$ cat src/dpc_regs.vh
`ifndef DPC_REGS_VH
`define DPC_REGS_VH
// Register indices as printed; byte address is four times the index
`define DPC_IDX_LOWLAT    8'h11
`define DPC_IDX_CTRL_ONE  8'h12
`define DPC_IDX_CTRL_TWO  8'h13
`define DPC_IDX_ATT_MUTE  8'h14
`define DPC_IDX_PWR_GAIN  8'h15
`define DPC_IDX_RAMP_TIM  8'h16
`define DPC_IDX_LEVEL     8'h17
`define DPC_IDX_STATUS    8'h18
// Reset values
`define DPC_RST_LOWLAT    8'h00
`define DPC_RST_CTRL_ONE  8'hFC
`define DPC_RST_CTRL_TWO  8'hE0
`define DPC_RST_ATT_MUTE  8'h1F
`define DPC_RST_PWR_GAIN  8'h1F
`define DPC_RST_RAMP_TIM  8'h00
`define DPC_RST_LEVEL     8'h10
// Writable bit masks (reserved bits stay zero)
`define DPC_WMASK_LOWLAT  8'h0F
`define DPC_WMASK_PWRGAIN 8'hDF
// Field codes
`define DPC_GATE_OFF      3'h7
`define DPC_CFG_INTERP    2'h0
`define DPC_CFG_HOLD      2'h1
`define DPC_CFG_TRACK     2'h2
// Timing: base period of the ramp engine
`define DPC_BASE_NS       1000
`define DPC_CLK_NS        50
`define DPC_BASE_CYC      (`DPC_BASE_NS / `DPC_CLK_NS)
`define DPC_RAMP_FULL     8'hFF
`endif

$ cat src/dpc_path_ctrl.v
// Design decision made here: the AXI4-Lite slave port.
`include "dpc_regs.vh"
`default_nettype none

// What this block does
// - Low-latency invert bit negates incoming samples
// - Main gate code picks threshold; 111 disables
// - Reference path has own gate field
// - Main de-emphasis enable, base rates only
// - Reference path has own de-emphasis enable
// - Follow-master bit ties reference to master volume
// - Config field: interpolate, hold, tracking, reserved
// - Tracking mode always uses interpolation filter
// - Per-channel invert; reference invert dead when tracking
// - Reference attenuation: soft ramp or immediate
// - Main attenuation: soft ramp or immediate
// - Low-latency mute bit silences that path
// - Per-channel mute bit silences channel
// - Ramp bit drives common-mode level down
// - Tracking gain one or two in mode
// - Per-channel power-down bit
// - Mute step interval 1x/4x/16x/64x base
// - Minimum delay is two to code
// - Maximum delay is two to code
module dpc_path_ctrl
(
    // Clock and reset
    input  wire        aclk,
    input  wire        aresetn,
    // AXI4-Lite write address
    input  wire [31:0] s_axi_awaddr,
    input  wire        s_axi_awvalid,
    output reg         s_axi_awready,
    // AXI4-Lite write data
    input  wire [31:0] s_axi_wdata,
    input  wire [3:0]  s_axi_wstrb,
    input  wire        s_axi_wvalid,
    output reg         s_axi_wready,
    // AXI4-Lite write response
    output reg  [1:0]  s_axi_bresp,
    output reg         s_axi_bvalid,
    input  wire        s_axi_bready,
    // AXI4-Lite read address
    input  wire [31:0] s_axi_araddr,
    input  wire        s_axi_arvalid,
    output reg         s_axi_arready,
    // AXI4-Lite read data
    output reg  [31:0] s_axi_rdata,
    output reg  [1:0]  s_axi_rresp,
    output reg         s_axi_rvalid,
    input  wire        s_axi_rready,
    // Tracking mode strap from the tracking control block
    input  wire        tracking_mode_sel,
    // Low-latency sample stream, one sample per valid
    input  wire [23:0] lowlat_in,
    input  wire        lowlat_in_valid,
    output reg  [23:0] lowlat_out,
    output reg         lowlat_out_valid,
    // Decoded path controls
    output reg  [2:0]  main_gate_thr,
    output reg         main_gate_on,
    output reg  [2:0]  ref_gate_thr,
    output reg         ref_gate_on,
    output reg         main_out_deemph_en,
    output reg         ref_out_deemph_en,
    output reg         ref_out_follow_master,
    output reg         ref_filter_hold,
    output reg         ref_tracking_on,
    output reg  [4:0]  out_channel_invert,
    output reg  [4:0]  out_channel_mute,
    output reg  [4:0]  out_channel_powerdown,
    output reg         tracking_gain_two,
    output reg         midrail_ramp_down,
    output reg  [7:0]  common_mode_level,
    // Ramped attenuation per group: main channels and reference path
    output reg  [7:0]  main_level,
    output reg  [7:0]  ref_level,
    output reg         ramp_step
);

    // Register storage
    reg  [7:0]  lowlat_q;
    reg  [7:0]  ctrl_one_q;
    reg  [7:0]  ctrl_two_q;
    reg  [7:0]  att_mute_q;
    reg  [7:0]  pwr_gain_q;
    reg  [7:0]  ramp_tim_q;
    reg  [7:0]  target_q;
    // Write channel capture, either order
    reg         aw_held_q;
    reg         w_held_q;
    reg  [7:0]  aw_idx_q;
    reg  [7:0]  w_data_q;
    reg         w_lane_q;
    reg         aw_word_ok_q;
    // Decode of the held address; only used while both halves are held
    wire        wr_map  = aw_word_ok_q && (aw_idx_q >= `DPC_IDX_LOWLAT) && (aw_idx_q <= `DPC_IDX_LEVEL);
    // Ramp engine and tracking strap synchroniser state
    reg  [13:0] base_cnt_q;
    reg  [7:0]  tick_cnt_q;
    reg  [7:0]  wait_cnt_q;
    reg  [7:0]  cm_q;
    reg         trk_s1_q;
    reg         trk_s2_q;
    reg         trk_s3_q;
    reg         trk_q;
    // Reference path decode and base tick; the reload is cut to the counter width
    wire        ref_track = (ctrl_one_q[1:0] == `DPC_CFG_TRACK);
    wire        base_tick = (base_cnt_q == 14'd0);
    wire [31:0] base_load = `DPC_BASE_CYC - 1;
    // Ready pulses: take each channel once; hold until the response is accepted
    always @(posedge aclk)
    begin
        if (!aresetn)
        begin
            s_axi_awready <= 1'b0;
            s_axi_wready  <= 1'b0;
            s_axi_bvalid  <= 1'b0;
            s_axi_bresp   <= 2'b00;
            aw_held_q     <= 1'b0;
            w_held_q      <= 1'b0;
            aw_idx_q      <= 8'h00;
            aw_word_ok_q  <= 1'b0;
            w_data_q      <= 8'h00;
            w_lane_q      <= 1'b0;
        end
        else
        begin
            s_axi_awready <= 1'b0;
            s_axi_wready  <= 1'b0;
            if (s_axi_awvalid && !aw_held_q && !s_axi_awready)
            begin
                s_axi_awready <= 1'b1;
                aw_held_q     <= 1'b1;
                aw_idx_q      <= s_axi_awaddr[9:2];
                aw_word_ok_q  <= (s_axi_awaddr[31:10] == 22'h000000);
            end
            if (s_axi_wvalid && !w_held_q && !s_axi_wready)
            begin
                s_axi_wready <= 1'b1;
                w_held_q     <= 1'b1;
                w_data_q     <= s_axi_wdata[7:0];
                w_lane_q     <= s_axi_wstrb[0];
            end
            if (aw_held_q && w_held_q && !s_axi_bvalid)
            begin
                s_axi_bvalid <= 1'b1;
                s_axi_bresp  <= wr_map ? 2'b00 : 2'b10;
            end
            if (s_axi_bvalid && s_axi_bready)
            begin
                s_axi_bvalid <= 1'b0;
                aw_held_q    <= 1'b0;
                w_held_q     <= 1'b0;
            end
        end
    end

    // Register writes happen once both halves are held
    wire        commit = aw_held_q && w_held_q && !s_axi_bvalid && w_lane_q && wr_map;
    always @(posedge aclk)
    begin
        if (!aresetn)
        begin
            lowlat_q   <= `DPC_RST_LOWLAT;
            ctrl_one_q <= `DPC_RST_CTRL_ONE;
            ctrl_two_q <= `DPC_RST_CTRL_TWO;
            att_mute_q <= `DPC_RST_ATT_MUTE;
            pwr_gain_q <= `DPC_RST_PWR_GAIN;
            ramp_tim_q <= `DPC_RST_RAMP_TIM;
            target_q   <= `DPC_RST_LEVEL;
        end
        else if (commit)
        begin
            case (aw_idx_q)
                `DPC_IDX_LOWLAT:   lowlat_q   <= w_data_q & `DPC_WMASK_LOWLAT;
                `DPC_IDX_CTRL_ONE: ctrl_one_q <= w_data_q;
                `DPC_IDX_CTRL_TWO: ctrl_two_q <= w_data_q;
                `DPC_IDX_ATT_MUTE: att_mute_q <= w_data_q;
                `DPC_IDX_PWR_GAIN: pwr_gain_q <= w_data_q & `DPC_WMASK_PWRGAIN;
                `DPC_IDX_RAMP_TIM: ramp_tim_q <= w_data_q;
                `DPC_IDX_LEVEL:    target_q   <= w_data_q;
                default:           target_q   <= target_q;
            endcase
        end
    end
    // Read channel: one-cycle accept, data in the same cycle as the accept
    reg  [7:0]  rd_byte;
    always @*
    begin
        case (s_axi_araddr[9:2])
            `DPC_IDX_LOWLAT:   rd_byte = lowlat_q;
            `DPC_IDX_CTRL_ONE: rd_byte = ctrl_one_q;
            `DPC_IDX_CTRL_TWO: rd_byte = ctrl_two_q;
            `DPC_IDX_ATT_MUTE: rd_byte = att_mute_q;
            `DPC_IDX_PWR_GAIN: rd_byte = pwr_gain_q;
            `DPC_IDX_RAMP_TIM: rd_byte = ramp_tim_q;
            `DPC_IDX_LEVEL:    rd_byte = target_q;
            `DPC_IDX_STATUS:   rd_byte = main_level;
            default:           rd_byte = 8'h00;
        endcase
    end
    wire        rd_map = (s_axi_araddr[31:10] == 22'h000000) &&
                         (s_axi_araddr[9:2] >= `DPC_IDX_LOWLAT) && (s_axi_araddr[9:2] <= `DPC_IDX_STATUS);
    always @(posedge aclk)
    begin
        if (!aresetn)
        begin
            s_axi_arready <= 1'b0;
            s_axi_rvalid  <= 1'b0;
            s_axi_rdata   <= 32'h00000000;
            s_axi_rresp   <= 2'b00;
        end
        else
        begin
            s_axi_arready <= 1'b0;
            if (s_axi_arvalid && !s_axi_arready && !s_axi_rvalid)
            begin
                s_axi_arready <= 1'b1;
                s_axi_rvalid  <= 1'b1;
                s_axi_rdata   <= {24'h000000, rd_map ? rd_byte : 8'h00};
                s_axi_rresp   <= rd_map ? 2'b00 : 2'b10;
            end
            else if (s_axi_rvalid && s_axi_rready)
                s_axi_rvalid <= 1'b0;
        end
    end

    // Strap from outside the clock domain: three flops, change once stages two and three agree
    always @(posedge aclk)
    begin
        if (!aresetn)
        begin
            trk_s1_q <= 1'b0;
            trk_s2_q <= 1'b0;
            trk_s3_q <= 1'b0;
            trk_q    <= 1'b0;
        end
        else
        begin
            trk_s1_q <= tracking_mode_sel;
            trk_s2_q <= trk_s1_q;
            trk_s3_q <= trk_s2_q;
            if (trk_s2_q == trk_s3_q)
                trk_q <= trk_s3_q;
        end
    end
    // Low-latency data path, one cycle of latency
    always @(posedge aclk)
    begin
        if (!aresetn)
        begin
            lowlat_out       <= 24'h000000;
            lowlat_out_valid <= 1'b0;
        end
        else
        begin
            lowlat_out_valid <= lowlat_in_valid;
            if (att_mute_q[5])
                lowlat_out <= 24'h000000;
            // any set invert bit negates; the single stream carries no channel index
            else if (|lowlat_q[3:0])
                lowlat_out <= 24'h000000 - lowlat_in;
            else
                lowlat_out <= lowlat_in;
        end
    end

    // Decoded control outputs, registered
    always @(posedge aclk)
    begin
        if (!aresetn)
        begin
            main_gate_thr         <= 3'h7; // Same as the gate-off reset code
            main_gate_on          <= 1'b0;
            ref_gate_thr          <= 3'h7; // Same as the gate-off reset code
            ref_gate_on           <= 1'b0;
            main_out_deemph_en    <= 1'b0;
            ref_out_deemph_en     <= 1'b0;
            ref_out_follow_master <= 1'b0;
            ref_filter_hold       <= 1'b0;
            ref_tracking_on       <= 1'b0;
            out_channel_invert    <= 5'h00;
            out_channel_mute      <= 5'h1F;
            out_channel_powerdown <= 5'h1F;
            tracking_gain_two     <= 1'b0;
            midrail_ramp_down     <= 1'b0;
        end
        else
        begin
            main_gate_thr         <= ctrl_one_q[7:5];
            main_gate_on          <= ctrl_one_q[7:5] != `DPC_GATE_OFF;
            ref_gate_thr          <= ctrl_two_q[7:5];
            ref_gate_on           <= ctrl_two_q[7:5] != `DPC_GATE_OFF;
            main_out_deemph_en    <= ctrl_one_q[4];
            ref_out_deemph_en     <= ctrl_one_q[3];
            ref_out_follow_master <= ctrl_one_q[2];
            // hold filter only for code 01
            ref_filter_hold       <= ctrl_one_q[1:0] == `DPC_CFG_HOLD;
            ref_tracking_on       <= ref_track;
            out_channel_invert    <= {ctrl_two_q[4] & ~ref_track, ctrl_two_q[3:0]};
            out_channel_mute      <= att_mute_q[4:0];
            out_channel_powerdown <= pwr_gain_q[4:0];
            // gain two only in tracking mode 1
            tracking_gain_two     <= trk_q & pwr_gain_q[6];
            midrail_ramp_down     <= pwr_gain_q[7];
        end
    end

    // Base period divider and power-of-two step scaling
    wire [7:0]  step_len = (ramp_tim_q[7:6] == 2'd0) ? 8'd1 :
                           (ramp_tim_q[7:6] == 2'd1) ? 8'd4 :
                           (ramp_tim_q[7:6] == 2'd2) ? 8'd16 : 8'd64;
    // minimum wait two to the code
    wire [7:0]  min_len  = 8'd1 << ramp_tim_q[5:3];
    // maximum wait two to the code
    wire [7:0]  max_len  = 8'd1 << ramp_tim_q[2:0];
    // Muting steps use the mute interval, level steps the smaller of min and max
    wire        muting   = out_channel_mute[0] || (target_q == `DPC_RAMP_FULL);
    wire [7:0]  lvl_len  = (min_len > max_len) ? max_len : min_len;
    wire [7:0]  cur_len  = muting ? step_len : lvl_len;
    always @(posedge aclk)
    begin
        if (!aresetn)
        begin
            base_cnt_q <= 14'd0;
            tick_cnt_q <= 8'd0;
            ramp_step  <= 1'b0;
        end
        else
        begin
            ramp_step <= 1'b0;
            base_cnt_q <= base_tick ? base_load[13:0] : base_cnt_q - 14'd1;
            if (base_tick)
            begin
                // step every chosen number of base periods
                if (tick_cnt_q + 8'd1 >= cur_len)
                begin
                    tick_cnt_q <= 8'd0;
                    ramp_step  <= 1'b1;
                end
                else
                    tick_cnt_q <= tick_cnt_q + 8'd1;
            end
        end
    end
    // Level trackers: soft ramp one step per tick, or jump
    wire        main_mute_all = &out_channel_mute[3:0];
    wire [7:0]  main_goal = main_mute_all ? `DPC_RAMP_FULL : target_q;
    wire [7:0]  ref_goal  = out_channel_mute[4] ? `DPC_RAMP_FULL : target_q;

    always @(posedge aclk)
    begin
        if (!aresetn)
        begin
            main_level        <= `DPC_RAMP_FULL;
            ref_level         <= `DPC_RAMP_FULL;
            cm_q              <= 8'h80;
            common_mode_level <= 8'h80;
        end
        else
        begin
            if (att_mute_q[6])
                main_level <= main_goal;
            else if (ramp_step && main_level != main_goal)
                main_level <= main_level < main_goal ? main_level + 8'd1 : main_level - 8'd1;
            if (att_mute_q[7])
                ref_level <= ref_goal;
            else if (ramp_step && ref_level != ref_goal)
                ref_level <= ref_level < ref_goal ? ref_level + 8'd1 : ref_level - 8'd1;
            // ramp toward ground, back to half supply
            if (base_tick)
            begin
                if (midrail_ramp_down && cm_q != 8'h00)
                    cm_q <= cm_q - 8'd1;
                else if (!midrail_ramp_down && cm_q != 8'h80)
                    cm_q <= cm_q + 8'd1;
            end
            common_mode_level <= cm_q;
        end
    end

endmodule

`default_nettype wire

$ cat config.mk
export PLATFORM = sky130hd
export DESIGN_NAME = dpc_path_ctrl
export DESIGN_NICKNAME = d
export VERILOG_FILES = /design/src/dpc_path_ctrl.v
export VERILOG_INCLUDE_DIRS = /design/src
export SDC_FILE = /design/constraint.sdc
export NUM_CORES = 1
export LEC_CHECK = 0
export BUFFER_PORTS_ARGS = -buffer_cell sky130_fd_sc_hd__buf_2
export CORE_MARGIN = 2
export CORE_UTILIZATION = 52
export CTS_CLUSTER_DIAMETER = 30
export CTS_CLUSTER_SIZE = 24
export DETAILED_ROUTE_END_ITERATION = 6
export PLACE_DENSITY = 0.78
export SYNTH_ARGS = -nofsm -noshare
export SYNTH_HDL_FRONTEND = slang
export SYNTH_SLANG_ARGS = --single-unit
export TNS_END_PERCENT = 10
$ cat constraint.sdc
create_clock -name aclk -period 10.6 [get_ports aclk]
set_clock_uncertainty 0.2 [all_clocks]
set_input_delay 2.12 -clock aclk [delete_from_list [all_inputs] [get_ports aclk]]
set_output_delay 2.12 -clock aclk [all_outputs]
set_load 0.1 [all_outputs]
==> flow_metrics.env, run 1 <==
export IMPL_slowest_stage="a32oi_1"
export IMPL_die_x_microns=142
export IMPL_start_kind="flip-flop"
export IMPL_synth_cells=1138
export IMPL_drc=0
export IMPL_syn_area_per_cell_sq_um=8.73
export IMPL_synth_area_leaders="dfxtp_1, mux2i_1, ha_1"
export IMPL_finalCritPeriodShare=0.453
export IMPL_largest_reg_flops=24
export IMPL_cts_sinks=200
export IMPL_dieArea_sq_mm=0.0202
export IMPL_multi_input_area_sq_mm=0.00550
export IMPL_path_common_cell="ha_1"
export IMPL_p_per_area_mw_per_mm2=168
export IMPL_dpl_worst_slack_ps=5800
export IMPL_hold_viol_final=0
export IMPL_synth_seq_area_share=0.403
export IMPL_start_util=0.531
export IMPL_final_setup_worst_slack_ps=5800
export IMPL_synth_area_leader_cell="dfxtp_1"
export IMPL_synth_top_area_frac=0.403
export IMPL_crit_path_cell_trace="or3b_2 -> ha_1 -> nand3_1 -> o22ai_1 -> o21ai_0 -> a32oi_1 -> mux2i_1 -> a21oi_1 -> ha_1 -> and3_1 -> a221o_1 -> a31oi_1 -> o2111ai_1 -> nor3b_1 -> a21o_1"
export IMPL_clock_latency_ps=430
export IMPL_p_leak_nw=5.13
export IMPL_ctsResizeCount=0
export IMPL_largestRegisters="lowlat_out: 24 flops, base_cnt_q: 14 flops"
export IMPL_die_h_microns=142
export IMPL_path_class="reg -> reg"
export IMPL_vias=8503
export IMPL_grt_pass1_wl_microns=38400
export IMPL_port_buffers=196
export IMPL_worstPathRequired_ps=10780
export IMPL_htreeDepth=4
export IMPL_ys_flop_type="dfxtp_1"
export IMPL_io_pins=254
export IMPL_diodes=0
export IMPL_slowest_delay_ps=780
export IMPL_fmax_mhz=208
export IMPL_cp_max_fo=12
export IMPL_setup_viol=0
export IMPL_crit_arrival_ps=4980
export IMPL_core_area_sq_mm=0.0187
export IMPL_netlist_area_sq_mm=0.00993
export IMPL_grtUsageTotal=0.239
export IMPL_slew_viol_final=0
export IMPL_outcome="finished, final reports clean"
export IMPL_num_rows=50
export IMPL_synth_edf_count=0
export IMPL_nNetsFinal=1491
export IMPL_drt_wl_total_microns=24200
export IMPL_slew_headroom=0.264
export IMPL_seq_area_sq_mm=0.00400
export IMPL_vdd_drop_max_mv=0.104
export IMPL_hold_path_class="reg -> reg"
export IMPL_end_kind="flip-flop"
export IMPL_cts_setup_buffers=0
export IMPL_postCtsHoldBufs=0
export IMPL_dr_pass1_iters=5
export IMPL_yosysWarningCount=0
export IMPL_grt_max_degree=71
export IMPL_cap_violations=0
export IMPL_cts_buffers=17
export IMPL_synth_cell_types=66
export IMPL_async_flop_share=0
export IMPL_clockBufferDepth=2
export IMPL_fin_setup_tns_ps=0
export IMPL_overflow=0
export IMPL_avgViaCountPerCell=5.49
export IMPL_path_clk_slew_ps=70
export IMPL_finalWeightedCongestion=0.869
export IMPL_cts_tree="built"
export IMPL_post_dp_hpwl_microns=17900
export IMPL_ys_ff_latch=200
export IMPL_regMostFlops="lowlat_out"
export IMPL_ant_nets=0
export IMPL_rsz0062_at_grt="false"
export IMPL_antenna_found_initial=0
export IMPL_fillers=1644
export IMPL_routedWlPerCell_microns=15.6
export IMPL_drt_iter0_markers=489
export IMPL_first_global_vias=7854
export IMPL_worst_pin_slew_ps=1100
export IMPL_min_period_ps=4800
export IMPL_cts_root_buffer="clkbuf_16"
export IMPL_area_growth_pct=16.3
export IMPL_drive_gt1_frac=0.199
[cells in the mapped netlist, drive strengths merged, types with 3 or more instances]
cell type    n
a32oi        5
o2bb2ai      3
xor2        19
mux2         8
nor4        17
and3         8
nor3        21
xnor2       33
o211ai       5
nand2b      28
a21o        12
a22o         3
nand3       21
nand4       13
o22ai        3
a221oi       4
inv         34
o21ai       51
and2        22
nand2       95
or4          7
buf         39
dfxtp      200
nor2       163
or3b         4
nor3b        4
nand3b       5
o2111ai      3
a31oi        5
mux4         4
clkbuf      41
a22oi        8
ha          53
fa           3
mux2i       79
or3         10
nor2b       15
or2          7
a21oi       64
[worst paths after layout]
check                              startpoint            end  slack [ps]  cells after the start
worst min-delay path                 trk_s1_q       trk_s2_q         240                      1
worst max-delay path            ramp_tim_q[0]  tick_cnt_q[2]        5800                     15
worst max register to register  ramp_tim_q[0]  tick_cnt_q[2]        5800                     15
worst min register to register       trk_s1_q       trk_s2_q         240                      1
[cells by family (layout without fill, tap and decap cells)]
family,count (synthesis),after routing,share of synthesized area
adders and majority gates,56,56,0.0728
muxes,91,91,0.0977
AOI/OAI and AO/OA,179,179,0.110
buffers and inverters,114,266,0.0534
DFF,200,200,0.403
and+or+nand+nor,445,445,0.217
xor gates and xnor gates,52,52,0.0458
other,1,26,0.000377
[stage by stage]
step,power [mW],cells,hold WS [ps],utilization,cell area (sq um)
finish,1.94,1549,241,0.618,11600
floorplan,1.20,1163,212,-,10000
global placement,1.27,1517,234,0.585,10900
global route,2.03,1549,264,0.618,11600
CTS,1.95,1549,249,0.618,11600
detailed placement,1.28,1517,230,0.585,10900
[worst max-delay path, delay by kind of cell (launching register included)]
family / cells / cell delay (ps)
AOI/OAI and AO/OA: 8 / 2020
and+or+nand+nor: 4 / 1100
adders and majority gates: 2 / 630
DFF: 1 / 510
muxes: 1 / 280
[power by group]
group	total [mW]	switching, mW	internal (mW)	leakage, nW
clock	0.675	0.283	0.391	0.297
sequential	0.822	0.0334	0.788	1.63
combinational	0.447	0.299	0.148	3.20
total	1.94	0.616	1.33	5.13
[routing by layer]
metal	global-route usage	up-vias	part of all wire	wire length (microns)
met2	0.389	287	0.46	11100
met3	0.0545	52	0.065	1570
met1	0.313	3946	0.45	10800
li1	-	4218	-	-
met5	0	-	0	0
met4	0.0853	0	0.026	621
[area by class of cell]
cell class	instances	share of cell area
timing repair buffer	200	0.0875
clock buffer	22	0.0411
tap	234	0.0253
multi-input combinational	849	0.476
sequential	200	0.347
inverter	34	0.0110
clock inverter	10	0.0122
[cells in the final DEF, fill, tap and decap left out, types with 4 or more instances in the layout]
cell,netlist,layout
nand3b_1,5,5
mux4_2,4,4
dfxtp_1,200,200
o21ai_0,49,49
inv_1,33,33
mux2i_1,79,79
mux2_2,8,8
or4_1,6,6
xor2_1,19,19
nor3_1,21,21
ha_1,53,53
a32oi_1,5,5
or3_1,9,9
a22oi_1,8,8
buf_4,26,4
buf_2,4,196
a221oi_1,4,4
clkbuf_16,0,17
nor4_1,16,15
nor2b_1,15,15
nand3_1,21,21
and2_1,22,22
nand2_1,95,95
a21o_1,12,12
a31oi_1,5,5
nand4_1,13,13
nor2_1,160,160
a21oi_1,63,63
o211ai_1,5,5
and3_1,8,8
nand2b_1,28,28
or2_2,6,6
conb_1,1,26
xnor2_1,33,33
No activity file was read; power rests on OpenSTA's default activity.
==> inputs of run 2 (changes only) <==
--- a/config.mk
+++ b/config.mk
@@ -8,11 +8,11 @@
 export LEC_CHECK = 0
 export BUFFER_PORTS_ARGS = -buffer_cell sky130_fd_sc_hd__buf_2
 export CORE_MARGIN = 2
-export CORE_UTILIZATION = 52
+export CORE_UTILIZATION = 48
 export CTS_CLUSTER_DIAMETER = 30
 export CTS_CLUSTER_SIZE = 24
 export DETAILED_ROUTE_END_ITERATION = 6
-export PLACE_DENSITY = 0.78
+export PLACE_DENSITY = 0.75
 export SYNTH_ARGS = -nofsm -noshare
 export SYNTH_HDL_FRONTEND = slang
 export SYNTH_SLANG_ARGS = --single-unit
==> constraint.sdc (replaced) <==
create_clock -name aclk -period 4.4 [get_ports aclk]
set_clock_uncertainty 0.2 [all_clocks]
set_input_delay 0.88 -clock aclk [delete_from_list [all_inputs] [get_ports aclk]]
set_output_delay 0.88 -clock aclk [all_outputs]
set_load 0.1 [all_outputs]
==> run 2 against run 1 <==
Effect of this change:
- routed wire length grew 0.94%
- first-iteration DRC count down 12%
- sequential power up 140%
==> flow_metrics.env, run 2 (same netlist as run 1, synthesis figures left out) <==
export IMPL_cap_violations=0
export IMPL_setup_viol=0
export IMPL_vias=8475
export IMPL_dr_pass1_iters=5
export IMPL_outcome="finished, final reports clean"
export IMPL_slew_viol_final=0
export IMPL_cts_sinks=200
export IMPL_dp_cells=1560
export IMPL_slew_headroom=0.253
export IMPL_area_growth_pct=17.0
export IMPL_hold_ws_ps=246
export IMPL_worstPathRequired_ps=4580
export IMPL_core_area_sq_mm=0.0203
export IMPL_port_buffers=196
export IMPL_routedWlPerCell_microns=15.3
export IMPL_die_h_microns=148
export IMPL_instances_no_fill=1592
export IMPL_end_kind="flip-flop"
export IMPL_num_rows=52
export IMPL_io_pins=254
export IMPL_final_common_cell="dfxtp_1"
export IMPL_drive_gt1_frac=0.208
export IMPL_vdd_drop_max_mv=0.195
export IMPL_start_kind="flip-flop"
export IMPL_antenna_found_initial=0
export IMPL_postCtsHoldBufs=0
export IMPL_fmax_mhz=237
export IMPL_finalCritPeriodShare=0.960
export IMPL_clock_latency_ps=440
export IMPL_clockBufferDepth=2
export IMPL_ant_nets=0
export IMPL_finalWeightedCongestion=0.890
export IMPL_overflow=0
export IMPL_p_leak_nw=5.15
export IMPL_path_clk_slew_ps=80
export IMPL_nNetsFinal=1498
export IMPL_post_dp_hpwl_microns=18100
export IMPL_avgViaCountPerCell=5.32
export IMPL_fillers=1859
export IMPL_die_x_microns=148
export IMPL_hold_viol_final=0
export IMPL_cts_root_buffer="clkbuf_16"
export IMPL_final_setup_worst_slack_ps=175
export IMPL_drc=0
export IMPL_min_period_ps=4220
export IMPL_grt_max_degree=44
export IMPL_largestRegisters="lowlat_out: 24 flops, base_cnt_q: 14 flops"
export IMPL_dpl_worst_slack_ps=144
export IMPL_crit_arrival_ps=4410
export IMPL_grtUsageTotal=0.220
export IMPL_grt_pass1_wl_microns=38500
export IMPL_final_cell_mix="dfxtp_1, buf_2, nor2_1, nand2_1, mux2i_1"
export IMPL_first_global_vias=7708
export IMPL_drt_wl_total_microns=24400
export IMPL_regMostFlops="lowlat_out"
export IMPL_diodes=0
export IMPL_hold_path_class="reg -> reg"
export IMPL_largest_reg_flops=24
export IMPL_start_util=0.489
export IMPL_dieArea_sq_mm=0.0219
export IMPL_cts_tree="built"
export IMPL_drt_iter0_markers=429
export IMPL_p_per_area_mw_per_mm2=391
export IMPL_htreeDepth=4
export IMPL_worst_pin_slew_ps=1120
export IMPL_cp_max_fo=10
export IMPL_cts_buffers=17
export IMPL_path_class="reg -> reg"
==> run 2: timing repair <==
item                                   4_1_cts  5_1_grt
setup buffers                                0        0
setup endpoints to repair                    0        8
gates resized for setup                      0        8
endpoints found under the hold margin        0        0
==> run 2: worst paths after layout <==
check                       end          start  slack [ps]  cells after the start
hold reg to reg        trk_s2_q       trk_s1_q         250                      1
setup / recovery  tick_cnt_q[2]  ramp_tim_q[2]         180                     16
hold / removal         trk_s2_q       trk_s1_q         250                      1
setup reg to reg  tick_cnt_q[2]  ramp_tim_q[2]         180                     16
==> run 2: cell type report <==
class,instances,area (sq um),share of cell area
Timing Repair Buffer,207,1060,0.0915
Multi-Input combinational cell,849,5540,0.476
Clock inverter,11,86.3,0.00743
Clock buffer,21,470,0.0405
Inverter,34,128,0.0110
Tap cell,270,338,0.0291
Sequential cell,200,4010,0.344
==> run 2: critical path: stages (launching register included) <==
cell       delay (ps)
dfxtp_1           400
or3b_2            500
ha_1              310
nand3_1            80
o22ai_1           130
o21ai_0           100
a32oi_1           260
buf_4             210
mux2i_1           220
a21oi_1           100
ha_1              320
and3_1            210
a221o_1           300
a31oi_2           240
o2111ai_4         220
nor3b_2           270
a21o_1            100
==> run 2: per-layer routing <==
| metal | share of wire | GRT usage | vias to the layer above | wire, microns |
|---|---|---|---|---|
| met3 | 0.065 | 0.0358 | 31 | 1590 |
| met1 | 0.46 | 0.298 | 3951 | 11200 |
| met2 | 0.46 | 0.356 | 274 | 11200 |
| met5 | 0 | 0 | - | 0 |
| met4 | 0.018 | 0.0767 | 0 | 445 |
| li1 | - | - | 4219 | - |
==> run 2: per-stage QoR <==
stage | instance area, sq um | total power, mW | TNS [ps] | util
6_report | 11600 | 4.55 | 0 | 0.573
5_1_grt | 11600 | 4.76 | -109 | 0.573
4_1_cts | 11600 | 4.57 | 0 | 0.571
3_5_place_dp | 11000 | 3.09 | 0 | 0.544
3_3_place_gp | 11000 | 3.08 | 0 | 0.544
2_1_floorplan | 10000 | 2.90 | 0 | -
==> run 2: power by group <==
part           internal (mW)  switching, mW  leakage (nW)
sequential              1.90         0.0811          1.63
combinational          0.358          0.724          3.24
clock                  0.779          0.711         0.277
total                   3.04           1.52          5.15
==> inputs of run 3 (changes only) <==
--- a/config.mk
+++ b/config.mk
@@ -12,6 +12,7 @@
 export CTS_CLUSTER_DIAMETER = 30
 export CTS_CLUSTER_SIZE = 24
 export DETAILED_ROUTE_END_ITERATION = 6
+export MAX_ROUTING_LAYER = met4
 export PLACE_DENSITY = 0.75
 export SYNTH_ARGS = -nofsm -noshare
 export SYNTH_HDL_FRONTEND = slang
==> run 3 against run 2 <==
Effect of this change:
- die area stayed put
- register-to-register slack barely moved
- first-iteration DRC count rose by 9.1%
- combinational power is essentially flat
- worst setup slack about the same
- critical path type unchanged
- maximum frequency hardly changed
- sequential cell count stayed put
==> flow_metrics.env, run 3 (same netlist as run 1, synthesis figures left out) <==
export IMPL_outcome="finished, final reports clean"
export IMPL_fin_setup_tns_ps=0
export IMPL_worstPathRequired_ps=4580
export IMPL_path_clk_slew_ps=80
export IMPL_post_dp_hpwl_microns=18100
export IMPL_setup_viol=0
export IMPL_largestRegisters="lowlat_out: 24 flops, base_cnt_q: 14 flops"
export IMPL_routedWlPerCell_microns=15.3
export IMPL_crit_reg2reg_capture="tick_cnt_q[2]"
export IMPL_cts_setup_buffers=0
export IMPL_design_area_sq_mm=0.0116
export IMPL_cts_tree="built"
export IMPL_regMostFlops="lowlat_out"
export IMPL_diodes=0
export IMPL_start_util=0.489
export IMPL_cap_violations=0
export IMPL_min_from="trk_s1_q"
export IMPL_critPathLaunch="ramp_tim_q[2]"
export IMPL_num_rows=52
export IMPL_htreeDepth=4
export IMPL_grtUsageTotal=0.226
export IMPL_drt_iter0_markers=468
export IMPL_vias=8429
export IMPL_cp_max_fo=10
export IMPL_io_pins=254
export IMPL_port_buffers=196
export IMPL_crit_arrival_ps=4410
export IMPL_cts_root_buffer="clkbuf_16"
export IMPL_r2r_start="ramp_tim_q[2]"
export IMPL_min_period_ps=4220
export IMPL_cts_sinks=200
export IMPL_hold_path_end="trk_s2_q"
export IMPL_first_global_vias=7695
export IMPL_dp_cells=1560
export IMPL_hold_viol_final=0
export IMPL_hold_ws_ps=246
export IMPL_postCtsHoldBufs=0
export IMPL_nNetsFinal=1498
export IMPL_ant_nets=0
export IMPL_grt_max_degree=44
export IMPL_die_x_microns=148
export IMPL_final_cell_mix="dfxtp_1, buf_2, nor2_1, nand2_1, mux2i_1"
export IMPL_hold_depth=1
export IMPL_largest_reg_flops=24
export IMPL_dr_pass1_iters=7
export IMPL_slew_headroom=0.251
export IMPL_die_h_microns=148
export IMPL_drive_gt1_frac=0.208
export IMPL_final_common_cell="dfxtp_1"
export IMPL_instances_no_fill=1592
export IMPL_core_area_sq_mm=0.0203
export IMPL_antenna_found_initial=0
export IMPL_fillers=1859
export IMPL_clockBufferDepth=2
export IMPL_drt_wl_total_microns=24400
export IMPL_path_class="reg -> reg"
export IMPL_cts_buffers=17
export IMPL_finalCritPeriodShare=0.960
export IMPL_end_kind="flip-flop"
export IMPL_area_growth_pct=17.0
export IMPL_p_leak_nw=5.15
export IMPL_p_per_area_mw_per_mm2=392
export IMPL_reg2regPathDepth=16
export IMPL_drc=0
export IMPL_r2r_slack_ps=180
export IMPL_slew_viol_final=0
export IMPL_vdd_drop_max_mv=0.194
export IMPL_p_total_mw=4.55
export IMPL_dpl_cell_area_sq_mm=0.0110
export IMPL_avgViaCountPerCell=5.29
export IMPL_start_kind="flip-flop"
export IMPL_worst_pin_slew_ps=1120
export IMPL_grt_pass1_wl_microns=38600
export IMPL_overflow=0
export IMPL_dieArea_sq_mm=0.0219
export IMPL_finalWeightedCongestion=0.905
export IMPL_clock_latency_ps=440
export IMPL_fmax_mhz=237
export IMPL_hold_path_class="reg -> reg"
[run 3: critical path: stages (launching register included)]
cell and delay (ps):
dfxtp_1 400, or3b_2 500, ha_1 310, nand3_1 80
o22ai_1 130, o21ai_0 90, a32oi_1 260, buf_4 210
mux2i_1 220, a21oi_1 100, ha_1 320, and3_1 210
a221o_1 300, a31oi_2 240, o2111ai_4 220, nor3b_2 270
a21o_1 100
[run 3: report_power, final]
group	switching (mW)	internal [mW]
logic	0.724	0.358
clock network	0.712	0.780
registers	0.0806	1.90
total	1.52	3.04
[run 3: layer usage]
| metal | track usage | vias up | part of all wire |
|---|---|---|---|
| li1 | - | 4219 | - |
| met4 | 0.0767 | 0 | 0.016 |
| met3 | 0.0346 | 27 | 0.059 |
| met2 | 0.355 | 269 | 0.46 |
| met5 | - | - | 0 |
| met1 | 0.300 | 3914 | 0.46 |
[run 3: through the flow]
stage | util | setup slack, ps
global placement | 0.544 | 229
CTS | 0.571 | 104
floorplan | - | 69.3
finish | 0.573 | 176
detailed placement | 0.544 | 144
global route | 0.573 | -76.9
[run 3: final cells by class]
type	instances	area [sq um]	share of cell area
Multi-Input combinational cell	849	5540	0.476
Sequential cell	200	4010	0.344
Timing Repair Buffer	207	1060	0.0915
Clock buffer	21	470	0.0405
Tap cell	270	338	0.0291
Inverter	34	128	0.0110
Clock inverter	11	86.3	0.00743
[run 3: worst max-delay path by stage]
stage                    endpoint  slack, ps  depth (start not counted)
floorplan           main_level[7]         70                         16
global placement    tick_cnt_q[2]        230                         17
detailed placement  tick_cnt_q[2]        140                         15
CTS                 tick_cnt_q[2]        100                         16
global route        tick_cnt_q[2]        -80                         16
finish              tick_cnt_q[2]        180                         16
[run 3: what timing repair did]
action                                 CTS  global route
resized for setup                        0             8
setup endpoints to repair                0             8
endpoints found under the hold margin    0             0
